===== config.mk =====
export PLATFORM = sky130hd
export DESIGN_NAME = sts_sequencer
export DESIGN_NICKNAME = d
export VERILOG_FILES = /design/src/core/sts_pkg.sv /design/src/core/sts_avg_if.sv /design/src/core/sts_point_avg.sv /design/src/core/sts_sequencer.sv
export SDC_FILE = /design/constraint.sdc
export NUM_CORES = 1
export LEC_CHECK = 0
export ABC_AREA = 1
export BUFFER_PORTS_ARGS = -buffer_cell sky130_fd_sc_hd__buf_4
export CAP_MARGIN = 0
export CORE_AREA = 2 2 137 139
export DETAILED_ROUTE_END_ITERATION = 8
export DIE_AREA = 0 0 139 141
export GPL_TIMING_DRIVEN = 0
export PLACE_DENSITY = 0.84
export SLEW_MARGIN = 20
export SYNTH_ARGS = -nofsm -noshare
export SYNTH_HDL_FRONTEND = slang
export SYNTH_HIERARCHICAL = 1
export SYNTH_SLANG_ARGS = --single-unit

===== constraint.sdc =====
create_clock -name clock -period 3.26 [get_ports clock]
set_input_delay 0.652 -clock clock [delete_from_list [all_inputs] [get_ports clock]]
set_output_delay 0.652 -clock clock [all_outputs]
set_load 0.01 [all_outputs]

===== src/core/sts_pkg.sv =====
// shared constants and types for the sweep trigger sequencer
package sts_pkg;
	localparam int MAX_POINTS = 401;
	localparam logic [8:0] LAST_POINT_MAX = 9'h190;
	localparam int PT_W = 9;
	localparam int RD_W = 16;
	localparam int AVG_READS = 4;
	localparam logic [1:0] AVG_LAST = 2'h3;
	localparam int AVG_SHIFT = 2;
	localparam int FREQ_W = 29;
	localparam int RBW_STEPS = 11;
	localparam logic [3:0] RBW_TOP = 4'hA;
	localparam logic [3:0] RBW_ANALOG_MIN = 4'h3;
	localparam logic [3:0] RBW_RESET = 4'hA;
	// lower frequency edge (Hz) of each auto bandwidth above 3 Hz
	localparam logic [28:0] RBW_EDGE [10] = '{
		29'h00003E8, 29'h0000BB8, 29'h0002710, 29'h0007530,
		29'h00186A0, 29'h00493E0, 29'h00F4240, 29'h02DC6C0,
		29'h0989680, 29'h1C9C380};
	localparam logic [2:0] ATT_MAX_STEP = 3'h5;
	localparam logic [2:0] ATT_RESET = 3'h0;
	localparam logic signed [6:0] DBM_STEP = 7'sh0A;
	localparam logic signed [6:0] DBM_CAP = 7'sh14;
	localparam logic signed [6:0] SPEC_NORMAL = -7'sh14;
	localparam logic signed [6:0] SPEC_LOWDIST = -7'sh1E;
	localparam logic signed [6:0] SPEC_HISENS = -7'sh28;
	localparam logic signed [6:0] OTHER_NORMAL = -7'sh0A;
	localparam logic signed [6:0] OTHER_HISENS = -7'sh14;
	typedef enum logic [1:0] {SWEEP_CONT, SWEEP_SINGLE, SWEEP_MANUAL}
		sts_sweep_t;
	typedef enum logic [1:0] {IFR_NORMAL, IFR_SECOND, IFR_THIRD} sts_ifr_t;
endpackage : sts_pkg


===== src/core/sts_avg_if.sv =====
// readings toward the point averager and its result back
`timescale 1ns/10ps
interface sts_avg_if;
	logic clear;
	logic avg_on;
	logic rd_valid;
	logic [15:0] rd_value;
	logic res_valid;
	logic [15:0] res_value;
	modport seq (output clear, avg_on, rd_valid, rd_value,
		input res_valid, res_value);
	modport avg (input clear, avg_on, rd_valid, rd_value,
		output res_valid, res_value);
endinterface : sts_avg_if


===== src/core/sts_point_avg.sv =====
// averages four readings per point when the video filter is on
`timescale 1ns/10ps
module sts_point_avg (
	// clock and reset
	input wire logic clock,
	input wire logic sys_rst,
	// readings and result
	sts_avg_if.avg av
);
	logic [1:0] count;
	logic [17:0] sum;
	logic [17:0] next_sum;

	assign next_sum = sum + {2'h0, av.rd_value};

	always_ff @(posedge clock or posedge sys_rst) begin
		if (sys_rst) begin
			count <= 2'h0;
			sum <= 18'h00000;
			av.res_valid <= 1'b0;
			av.res_value <= 16'h0000;
		end else begin
			av.res_valid <= 1'b0;
			if (av.clear) begin
				count <= 2'h0;
				sum <= 18'h00000;
			end else if (av.rd_valid && !av.avg_on) begin
				av.res_valid <= 1'b1;
				av.res_value <= av.rd_value;
			end else if (av.rd_valid) begin
				count <= count + 2'h1;
				sum <= next_sum;
				if (count == sts_pkg::AVG_LAST) begin
					av.res_valid <= 1'b1;
					av.res_value <= next_sum[sts_pkg::AVG_SHIFT +: 16];
					sum <= 18'h00000;
				end
			end
		end
	end
endmodule : sts_point_avg


===== src/core/sts_sequencer.sv =====
// sweep and point trigger sequencer with receiver setting decode
`timescale 1ns/10ps
module sts_sequencer (
	// clock and reset
	input wire logic clock,
	input wire logic sys_rst,
	// sweep mode and restart
	input wire logic continuous_sweep_cmd,
	input wire logic single_sweep_cmd,
	input wire logic manual_sweep_cmd,
	input wire logic sweep_restart_cmd,
	input wire logic sweep_restart_key,
	input wire logic [8:0] num_points,
	// point pacing and triggers
	input wire logic internal_point_pacing_cmd,
	input wire logic external_point_pacing_cmd,
	input wire logic point_fire_cmd,
	input wire logic point_fire_softkey,
	input wire logic ext_pulse_input,
	// manual marker
	input wire logic manual_point_wr,
	input wire logic [8:0] manual_point_data,
	input wire logic knob_up,
	input wire logic knob_down,
	// measurement engine
	input wire logic meas_done,
	input wire logic [15:0] meas_value,
	output logic meas_start,
	output logic [8:0] point_index,
	output logic point_result_valid,
	output logic [15:0] point_result,
	output logic sweep_done,
	output logic sweep_busy,
	output logic [8:0] marker_point,
	// video filter
	input wire logic video_avg_on_cmd,
	input wire logic video_avg_off_cmd,
	input wire logic video_key,
	output logic video_indicator,
	// resolution bandwidth
	input wire logic bw_auto,
	input wire logic [3:0] bw_manual_sel,
	input wire logic sweep_is_freq,
	input wire logic sweep_is_log,
	input wire logic span_zero,
	input wire logic [28:0] meas_freq_hz,
	input wire logic [28:0] span_hz,
	output logic [3:0] rbw_code,
	output logic rbw_digital,
	// IF range and attenuators
	input wire logic spectrum_cfg,
	input wire logic if_range_normal_cmd,
	input wire logic if_range_second_cmd,
	input wire logic if_range_third_cmd,
	input wire logic ref1_atten_cmd,
	input wire logic test1_atten_cmd,
	input wire logic ref2_atten_cmd,
	input wire logic test2_atten_cmd,
	input wire logic [2:0] atten_step,
	output logic [1:0] if_range,
	output logic signed [6:0] ref_input_a_range_dbm,
	output logic signed [6:0] test_input_a_range_dbm,
	output logic signed [6:0] ref_input_b_range_dbm,
	output logic signed [6:0] test_input_b_range_dbm
);
	typedef enum logic [2:0] {ST_IDLE, ST_POINT, ST_ISSUE, ST_MEAS,
		ST_CHECK, ST_WAIT} sts_state_t;

	sts_state_t state;
	sts_pkg::sts_sweep_t sweep_mode;
	sts_pkg::sts_ifr_t ifr;
	logic ext_pace;
	logic pulse_s1, pulse_s2, pulse_s3;
	logic ext_rise, point_fire_cmd_event, restart_req, is_last;
	logic [8:0] last_idx;
	logic [3:0] next_rbw;
	logic [2:0] atten [4];
	logic signed [6:0] range_dbm [4];
	logic [3:0] atten_cmd;

	sts_avg_if avg_bus ();
	sts_point_avg u_avg (
		.clock(clock),
		.sys_rst(sys_rst),
		.av(avg_bus.avg)
	);

	// two-stage synchroniser, edge taken from the second and third stages
	always_ff @(posedge clock or posedge sys_rst) begin
		if (sys_rst) begin
			pulse_s1 <= 1'b0;
			pulse_s2 <= 1'b0;
			pulse_s3 <= 1'b0;
		end else begin
			pulse_s1 <= ext_pulse_input;
			pulse_s2 <= pulse_s1;
			pulse_s3 <= pulse_s2;
		end
	end
	assign ext_rise = pulse_s2 && !pulse_s3;
	assign point_fire_cmd_event = ext_rise || point_fire_cmd || point_fire_softkey;
	assign restart_req = sweep_restart_cmd || sweep_restart_key;

	// point count of 0 is taken as one point, above the limit as the limit
	always_comb begin
		if (num_points == 9'h000)
			last_idx = 9'h000;
		else if (num_points - 9'h001 > sts_pkg::LAST_POINT_MAX)
			last_idx = sts_pkg::LAST_POINT_MAX;
		else
			last_idx = num_points - 9'h001;
	end
	assign is_last = point_index >= last_idx;

	// mode and pacing selection
	always_ff @(posedge clock or posedge sys_rst) begin
		if (sys_rst) begin
			sweep_mode <= sts_pkg::SWEEP_CONT;
			ext_pace <= 1'b0;
		end else begin
			if (continuous_sweep_cmd)
				sweep_mode <= sts_pkg::SWEEP_CONT;
			else if (single_sweep_cmd)
				sweep_mode <= sts_pkg::SWEEP_SINGLE;
			else if (manual_sweep_cmd)
				sweep_mode <= sts_pkg::SWEEP_MANUAL;
			if (internal_point_pacing_cmd)
				ext_pace <= 1'b0;
			else if (external_point_pacing_cmd)
				ext_pace <= 1'b1;
		end
	end

	// manual marker, kept inside the current sweep length
	always_ff @(posedge clock or posedge sys_rst) begin
		if (sys_rst) begin
			marker_point <= 9'h000;
		end else if (manual_point_wr) begin
			marker_point <= (manual_point_data > last_idx) ? last_idx :
				manual_point_data;
		end else if (knob_up && marker_point < last_idx) begin
			marker_point <= marker_point + 9'h001;
		end else if (knob_down && marker_point != 9'h000) begin
			marker_point <= marker_point - 9'h001;
		end else if (marker_point > last_idx) begin
			marker_point <= last_idx;
		end
	end

	// sweep and point sequencing
	always_ff @(posedge clock or posedge sys_rst) begin
		if (sys_rst) begin
			state <= ST_IDLE;
			point_index <= 9'h000;
			meas_start <= 1'b0;
			sweep_done <= 1'b0;
			point_result_valid <= 1'b0;
			point_result <= 16'h0000;
		end else begin
			meas_start <= 1'b0;
			sweep_done <= 1'b0;
			point_result_valid <= 1'b0;
			unique case (state)
				ST_IDLE: begin
					if (sweep_mode == sts_pkg::SWEEP_MANUAL) begin
						point_index <= marker_point;
						state <= ST_POINT;
					end else if (sweep_mode == sts_pkg::SWEEP_CONT
						|| restart_req) begin
						point_index <= 9'h000;
						state <= ST_POINT;
					end
				end
				ST_POINT: state <= ST_ISSUE;
				ST_ISSUE: begin
					meas_start <= 1'b1;
					state <= ST_MEAS;
				end
				// triggers are simply not looked at here, so none queue up
				ST_MEAS: if (meas_done) state <= ST_CHECK;
				ST_CHECK: begin
					if (!avg_bus.res_valid) begin
						state <= ST_ISSUE;
					end else begin
						point_result_valid <= 1'b1;
						point_result <= avg_bus.res_value;
						state <= ext_pace ? ST_WAIT : ST_POINT;
						if (sweep_mode == sts_pkg::SWEEP_MANUAL) begin
							point_index <= marker_point;
						end else if (is_last) begin
							sweep_done <= 1'b1;
							point_index <= 9'h000;
							if (sweep_mode == sts_pkg::SWEEP_SINGLE)
								state <= ST_IDLE;
						end else begin
							point_index <= point_index + 9'h001;
						end
					end
				end
				ST_WAIT: begin
					if (point_fire_cmd_event || !ext_pace) begin
						state <= ST_POINT;
						if (sweep_mode == sts_pkg::SWEEP_MANUAL)
							point_index <= marker_point;
					end
				end
				default: state <= ST_IDLE;
			endcase
		end
	end

	always_ff @(posedge clock or posedge sys_rst) begin
		if (sys_rst)
			sweep_busy <= 1'b0;
		else
			sweep_busy <= state != ST_IDLE;
	end

	// averager is cleared and armed at the start of each point
	assign avg_bus.clear = state == ST_POINT;
	assign avg_bus.rd_valid = state == ST_MEAS && meas_done;
	assign avg_bus.rd_value = meas_value;
	assign avg_bus.avg_on = video_indicator;

	// video filter; the key wins over a command in the same cycle
	always_ff @(posedge clock or posedge sys_rst) begin
		if (sys_rst)
			video_indicator <= 1'b0;
		else if (video_key)
			video_indicator <= !video_indicator;
		else if (video_avg_on_cmd)
			video_indicator <= 1'b1;
		else if (video_avg_off_cmd)
			video_indicator <= 1'b0;
	end

	// frequency to bandwidth code, 0 is 3 Hz and 10 is 300 kHz
	function automatic logic [3:0] rbw_lookup(input logic [28:0] f);
		logic [3:0] code;
		code = 4'h0;
		for (int i = 0; i < sts_pkg::RBW_STEPS - 1; i++) begin
			if (f >= sts_pkg::RBW_EDGE[i])
				code = 4'(i + 1);
		end
		return code;
	endfunction : rbw_lookup

	// linear span choice is made on the first point only and then held
	always_comb begin
		next_rbw = rbw_code;
		if (state == ST_POINT) begin
			if (!bw_auto)
				next_rbw = (bw_manual_sel > sts_pkg::RBW_TOP) ?
					sts_pkg::RBW_TOP : bw_manual_sel;
			else if (sweep_is_freq && !sweep_is_log && !span_zero) begin
				if (point_index == 9'h000)
					next_rbw = rbw_lookup(span_hz);
			end else
				next_rbw = rbw_lookup(meas_freq_hz);
		end
	end

	always_ff @(posedge clock or posedge sys_rst) begin
		if (sys_rst) begin
			rbw_code <= sts_pkg::RBW_RESET;
			rbw_digital <= 1'b0;
		end else begin
			rbw_code <= next_rbw;
			rbw_digital <= next_rbw < sts_pkg::RBW_ANALOG_MIN;
		end
	end

	// one IF range for all inputs; the third exists only for spectrum
	always_ff @(posedge clock or posedge sys_rst) begin
		if (sys_rst)
			ifr <= sts_pkg::IFR_NORMAL;
		else if (if_range_normal_cmd)
			ifr <= sts_pkg::IFR_NORMAL;
		else if (if_range_second_cmd)
			ifr <= sts_pkg::IFR_SECOND;
		else if (if_range_third_cmd && spectrum_cfg)
			ifr <= sts_pkg::IFR_THIRD;
		else if (!spectrum_cfg && ifr == sts_pkg::IFR_THIRD)
			ifr <= sts_pkg::IFR_SECOND;
	end
	assign if_range = ifr;

	assign atten_cmd = {test2_atten_cmd, ref2_atten_cmd, test1_atten_cmd,
		ref1_atten_cmd};

	function automatic logic signed [6:0] range_of(input logic [2:0] att,
		input sts_pkg::sts_ifr_t r, input logic spec);
		logic signed [6:0] base;
		logic signed [6:0] sum;
		if (spec)
			base = (r == sts_pkg::IFR_NORMAL) ? sts_pkg::SPEC_NORMAL :
				(r == sts_pkg::IFR_SECOND) ? sts_pkg::SPEC_LOWDIST :
				sts_pkg::SPEC_HISENS;
		else
			base = (r == sts_pkg::IFR_NORMAL) ? sts_pkg::OTHER_NORMAL :
				sts_pkg::OTHER_HISENS;
		sum = 7'(base + 7'(sts_pkg::DBM_STEP * $signed({1'b0, att})));
		return (sum > sts_pkg::DBM_CAP) ? sts_pkg::DBM_CAP : sum;
	endfunction : range_of

	for (genvar g = 0; g < 4; g++) begin : g_input
		always_ff @(posedge clock or posedge sys_rst) begin
			if (sys_rst) begin
				atten[g] <= sts_pkg::ATT_RESET;
				range_dbm[g] <= 7'sh00;
			end else begin
				if (atten_cmd[g])
					atten[g] <= (atten_step > sts_pkg::ATT_MAX_STEP) ?
						sts_pkg::ATT_MAX_STEP : atten_step;
				range_dbm[g] <= range_of(atten[g], ifr, spectrum_cfg);
			end
		end
	end

	assign ref_input_a_range_dbm = range_dbm[0];
	assign test_input_a_range_dbm = range_dbm[1];
	assign ref_input_b_range_dbm = range_dbm[2];
	assign test_input_b_range_dbm = range_dbm[3];
endmodule : sts_sequencer


Word level (Yosys, flattened, before mapping)
Cells that the tools add are included.
{"block": "op_classes", "muxes": 92, "eq_ne": 16, "n_addsub": 10, "reduce_logical": 41, "multipliers": 4, "n_bitwise": 1, "magnitude_cmp": 32}
{"cell": "$mux 9", "n": 14}
{"cell": "$mux 4", "n": 23}
{"cell": "$mux 18", "n": 4}
{"cell": "$ge 29x10->1 const B", "n": 2}
{"cell": "$ge 29x12->1 const B", "n": 2}
{"cell": "$ge 29x14->1 const B", "n": 2}
{"cell": "$ge 29x15->1 const B", "n": 2}
{"cell": "$ge 29x17->1 const B", "n": 2}
{"cell": "$ge 29x19->1 const B", "n": 2}
{"cell": "$ge 29x20->1 const B", "n": 2}
{"cell": "$ge 29x22->1 const B", "n": 2}
{"cell": "$ge 29x24->1 const B", "n": 2}
{"cell": "$ge 29x25->1 const B", "n": 2}
{"cell": "$mux 16", "n": 3}
{"cell": "$mux 3", "n": 10}
{"cell": "$add 7x7->7", "n": 4}
{"cell": "$gt 7x6->1 const B", "n": 4}
{"cell": "$mux 7", "n": 4}
{"cell": "$pmux 9 s3", "n": 1}
{"cell": "$mul 3x3->6 const A", "n": 4}
{"cell": "$mux 2", "n": 10}
{"cell": "$add 18x16->18", "n": 1}
{"cell": "$add 9x1->9 const B", "n": 2}
{"cell": "$gt 9x9->1", "n": 2}
{"cell": "34 further kinds", "n": 90}
{"block": "totals", "elab_cells": 225, "reg_bits": 132}

Depth between registers and ports, before layout
{"block": "depth", "ltp_word": 16, "ltp_mapped": 28, "mapped_depth_nobuf": 28}

Modules after synthesis
The synthesis kept the hierarchy.
{"module": "sts_sequencer", "instances": 1, "area_per_inst_um2": 7628.6, "cells_per_inst": 1079}
{"module": "sts_point_avg", "instances": 1, "area_per_inst_um2": 2528.7, "cells_per_inst": 361}

Worst setup path before layout
OpenSTA, ideal clock, no wires.
{"block": "synth_path", "path_kind": "input to register", "startpoint": "input num_points[1]", "endpoint": "register marker_point[2]", "cell_stages": 27, "t_required_ns": 3.128, "setup_slack_ns": -0.159, "n_path_buf": 1, "arrival_time_ns": 3.287, "cell_sequence": "inv_1 ha_1 nand3_1 inv_1 nand3_1 nand2_1 nand2_1 nand2_1 inv_1 nand2_1 nand2_1 nor2_1 inv_1 ha_1 nand2_1 o21a_1 o21ai_0 nand2_1 nand2_1 a21oi_1 o21bai_1 nand2_1 clkbuf_1 nand2_1 o21ai_0 a21oi_1 a22oi_1"}
{"block": "synth_between", "elab_chain_cells": 8, "elab_cells_between_ends": 15, "classes_between": "1 x add/sub; 4 x order compare; 7 x mux; 3 x reduce/logical"}
{"item": "start, declared", "line": "sts_sequencer.sv:13", "source": "input wire logic [8:0] num_points,"}
{"item": "$sub 9x1->9", "line": "sts_sequencer.sv:108, sts_sequencer.sv:111"}
{"item": "$gt 9x9->1", "line": "sts_sequencer.sv:108", "source": "else if (num_points - 9'h001 > sts_pkg::LAST_POINT_MAX)"}
{"item": "$mux 9", "line": "sts_sequencer.sv:108"}
{"item": "$mux 9 *", "line": "sts_sequencer.sv:106", "source": "if (num_points == 9'h000)"}
{"item": "$lt 9x9->1 / $mux 9 (equally long branches)", "line": "sts_sequencer.sv:141, sts_sequencer.sv:145"}
{"item": "$logic_and 1x1->1 / $mux 9 (equally long branches)", "line": "sts_sequencer.sv:141, sts_sequencer.sv:143"}
{"item": "$mux 9", "line": "sts_sequencer.sv:141", "source": "end else if (knob_up && marker_point < last_idx) begin"}
{"item": "$mux 9", "line": "sts_sequencer.sv:138", "source": "end else if (manual_point_wr) begin"}
{"item": "end signal, assigned", "line": "sts_sequencer.sv:139", "source": "marker_point <= (manual_point_data > last_idx) ? last_idx :"}
{"item": "end signal, assigned", "line": "sts_sequencer.sv:142", "source": "marker_point <= marker_point + 9'h001;"}
{"item": "end signal, assigned", "line": "sts_sequencer.sv:144", "source": "marker_point <= marker_point - 9'h001;"}
{"item": "end, declared", "line": "sts_sequencer.sv:34", "source": "output logic [8:0] marker_point,"}
Mark *: on every way between the ends. The rest lies on a longest branch, timed or not. The select of a mux whose other input is x is not followed.
A chain may end at the register's enable or synchronous reset.

Worst setup path after layout
{"block": "layout_path", "startpoint": "input num_points[0]", "endpoint": "register marker_point[5]"}
The elaborated chain is that of the path after synthesis.

==> impl_metrics.py <==
metrics = {
    "grt": {
        "grt_first_pass_wirelength_mm": 45.8,
        "antenna_found_initial": 0,
        "first_global_vias": 9999,
        "grt_max_degree": 50,
        "grt.overflow.total": 0,
        "grt_util_all_layers_pct": 28.2,
    },
    "sta": {
        "finalSetupViolCount": 14,
        "drv_slew": 0,
        "hold_violations": 0,
        "finClkSkew_ps": 11.2,
        "fin_crit_ps": 3550,
        "max-slew-margin-rel_pct": 41.8,
        "timing.fmax_mhz": 282,
        "setup_slack_ps": -289,
        "worst_pin_slew_ps": 866,
        "rsz0062_at_grt": "yes",
        "min_period_over_period_pct": 109,
        "setup_tns_ps": -2250,
    },
    "power_and_ir_drop": {
        "p_leak_nw": 6.81,
        "vdd_drop_max_mv": 0.505,
        "powerDensity_mw_per_mm2": 673,
        "finalPower_mw": 8.93,
    },
    "clocking": {
        "cts.sinks": 128,
        "clk_pin_slew_ps": 60,
        "clockBufferDepth": 2,
        "cts_tree": "built",
        "hold_buffers": 0,
        "cts-root-buf": "clkbuf_16",
        "cts_inserted_buffers": 17,
        "htree_levels": 4,
        "clkLatencyLatePin_ps": 430,
    },
    "setup_path": {
        "cp_common_cell": "nand2_4",
        "start_kind": "input port",
        "slowest_delay_ps": 300,
        "rrSetupSlack_ps": 440,
        "crit_fanout": 5,
        "worstReg2RegEnd": "ref_input_a_range_dbm[3]",
        "cp.depth": 25,
        "endpoint_kind": "register",
        "worst_ep_arrival_time_ps": 3890,
        "critical_path_required_ps": 3600,
        "reg2regPathDepth": 13,
        "critical_path_class": "in -> reg",
        "rr_startpoint": "if_range[0]",
        "critPathTopFamily": "simple AND/OR/NAND/NOR gates",
        "critical_path_buf_inv_count": 5,
        "crit_path_top_delay_cell": "ha_4",
    },
    "yosys": {
        "synthArstFlopShare_pct": 100,
        "netlist_instances": 1440,
        "ys_dominant_reg_cell": "dfrtp_1",
        "synth_edf_count": 0,
        "syn-cell-area_mm2": 0.0102,
        "synth.distinct_cells": 57,
        "ys_warn_count": 6,
        "syn-mean-instance-area_um2": 7.05,
        "ys_seq_elements": 128,
        "seq_area_frac_synth_pct": 31.6,
    },
    "floorplan": {
        "start_util_pct": 55.6,
        "io_pins": 204,
        "coreArea_mm2": 0.0183,
        "fp.dieH_um": 141,
        "dieArea_mm2": 0.0196,
        "num_rows": 50,
        "die_w_um": 139,
    },
    "layout": {
        "syn2layout_area_growth_pct": 30.7,
        "drive_gt1_share_pct": 22.5,
        "final_cell_mix": "nand2_1 (359), buf_4 (218), inv_1 (177)",
        "finalNetCount": 1900,
        "final_util_pct": 72.7,
        "final_cells": 1930,
        "layout_commonest_cell": "nand2_1",
        "antennaDiodeCount": 0,
    },
    "route": {
        "wl_per_cell_um": 15.5,
        "drc": 0,
        "avgViaCountPerCell": 5.66,
        "antenna_left": 0,
        "first_pass_iters": 6,
        "vias": 10922,
        "drt_wl_total_mm": 30.0,
        "first_iter_violations": 941,
    },
    "placement": {
        "dp_slack_ps": -601,
        "gp_congestion": 0.969,
        "io_buffer_count": 191,
        "dp_hpwl_mm": 20.9,
        "placed_cells": 1870,
    },
    "run_status": {
        "violations": "setup timing",
        "status": "complete, but fails checks",
    },
    "min_path": {
        "hp-class": "in -> async",
    },
    "run": {
        "max-cap-violations": 0,
    },
}
flip-flops by register name, indices dropped and copies added (netlist names), 2 cells and up:
name / cells
u_avg/count: 2
rbw_code: 4
if_range: 2
state: 3
point_result: 16
sweep_mode: 2
u_avg/sum: 18
marker_point: 9
ref_input_b_range_dbm: 6
u_avg/av.res_value: 16
atten: 12
point_index: 9
test_input_a_range_dbm: 6
test_input_b_range_dbm: 6
ref_input_a_range_dbm: 6
repair_timing:
action                                  in CTS  in global routing
endpoints found under the setup margin      11                 30
endpoints found under the hold margin        0                  0
buffers inserted                             7                 19
pin swaps                                    8                 33
cloned                                       0                  2
gates resized for setup                      8                 92
routing by layer:
metal  part of all wire (%)  GRT usage, %
met5                      0             0
met4                    3.6          8.67
met3                    8.6          5.47
met2                     48          48.6
met1                     40          36.0
kinds of logic (layout without fill, tap and decap cells):
family                   Yosys count  in the layout  share of synthesized area [%]
XOR/XNOR                          41             41                           3.54
AND/OR/NAND/NOR                  689            690                           29.0
other                              1              4                         0.0369
flip-flops                       128            128                           31.6
multiplexers                       1              1                          0.111
AO/OA/AOI/OAI                    268            268                           15.9
buffers and inverters            225            477                           8.82
adder cells (fa/ha/maj)           87             87                           11.1
worst reg2reg max path: cells and delay by family, from the launching register on:
family,cells,cell delay [ps]
and+or+nand+nor,4,440
AOI/OAI and AO/OA,4,850
DFF,1,400
xor gates and xnor gates,1,230
buffers and inverters,3,380
adders and majority gates,1,410
cells in the mapped netlist (all sizes together), types with 2 or more instances:
library cell | n | area (µm²)
o31ai | 2 | 15.0
nand3 | 85 | 445
nor2 | 154 | 628
nor4 | 12 | 81.3
dfstp | 2 | 52.6
a22o | 4 | 35.0
ha | 82 | 1030
nand3b | 4 | 30.0
buf | 16 | 111
nor3 | 23 | 115
o21bai | 8 | 60.1
a31oi | 6 | 37.5
o2111ai | 4 | 41.3
a211oi | 8 | 60.1
a21oi | 98 | 524
dfrtp | 126 | 3150
inv | 199 | 747
a22oi | 15 | 113
and2 | 6 | 37.5
fa | 5 | 100
o21ai | 84 | 420
or2 | 4 | 25.0
o21a | 10 | 75.1
nand2 | 380 | 1440
o211ai | 21 | 163
nand4 | 20 | 131
xor2 | 34 | 298
xnor2 | 7 | 61.3
clkbuf | 9 | 33.8
power breakdown:
| part | internal [mW] | switching, mW |
|---|---|---|
| Combinational | 1.81 | 2.51 |
| Clock | 1.31 | 0.760 |
| Sequential | 2.10 | 0.446 |
cell type report:
cell class	instances	area, µm²
flip-flops and latches	128	3210
inverters	200	783
well taps	234	293
clock inverters	14	203
repair buffers	220	1730
plain buffers	25	163
fillers	1368	4990
clock buffers	18	439
multi-input cells	1091	6460
worst max-delay path by stage:
stage                              from  slack [ps]               to
final                     num_points[0]        -290  marker_point[5]
after global placement          sys_rst        -920       sweep_busy
after floorplan           num_points[1]           4  marker_point[6]
after global routing      num_points[2]        -540  marker_point[5]
after CTS                 num_points[1]          10         state[2]
after detailed placement  num_points[1]        -600  marker_point[7]
stage by stage:
stage                     instance area [µm²]  hold WS [ps]
final                                   13300           198
after global routing                    13300           201
after CTS                               12700           187
after detailed placement                12000           347
after global placement                  12000           338
after floorplan                         10200           331
(Power assumes the default switching activity.)
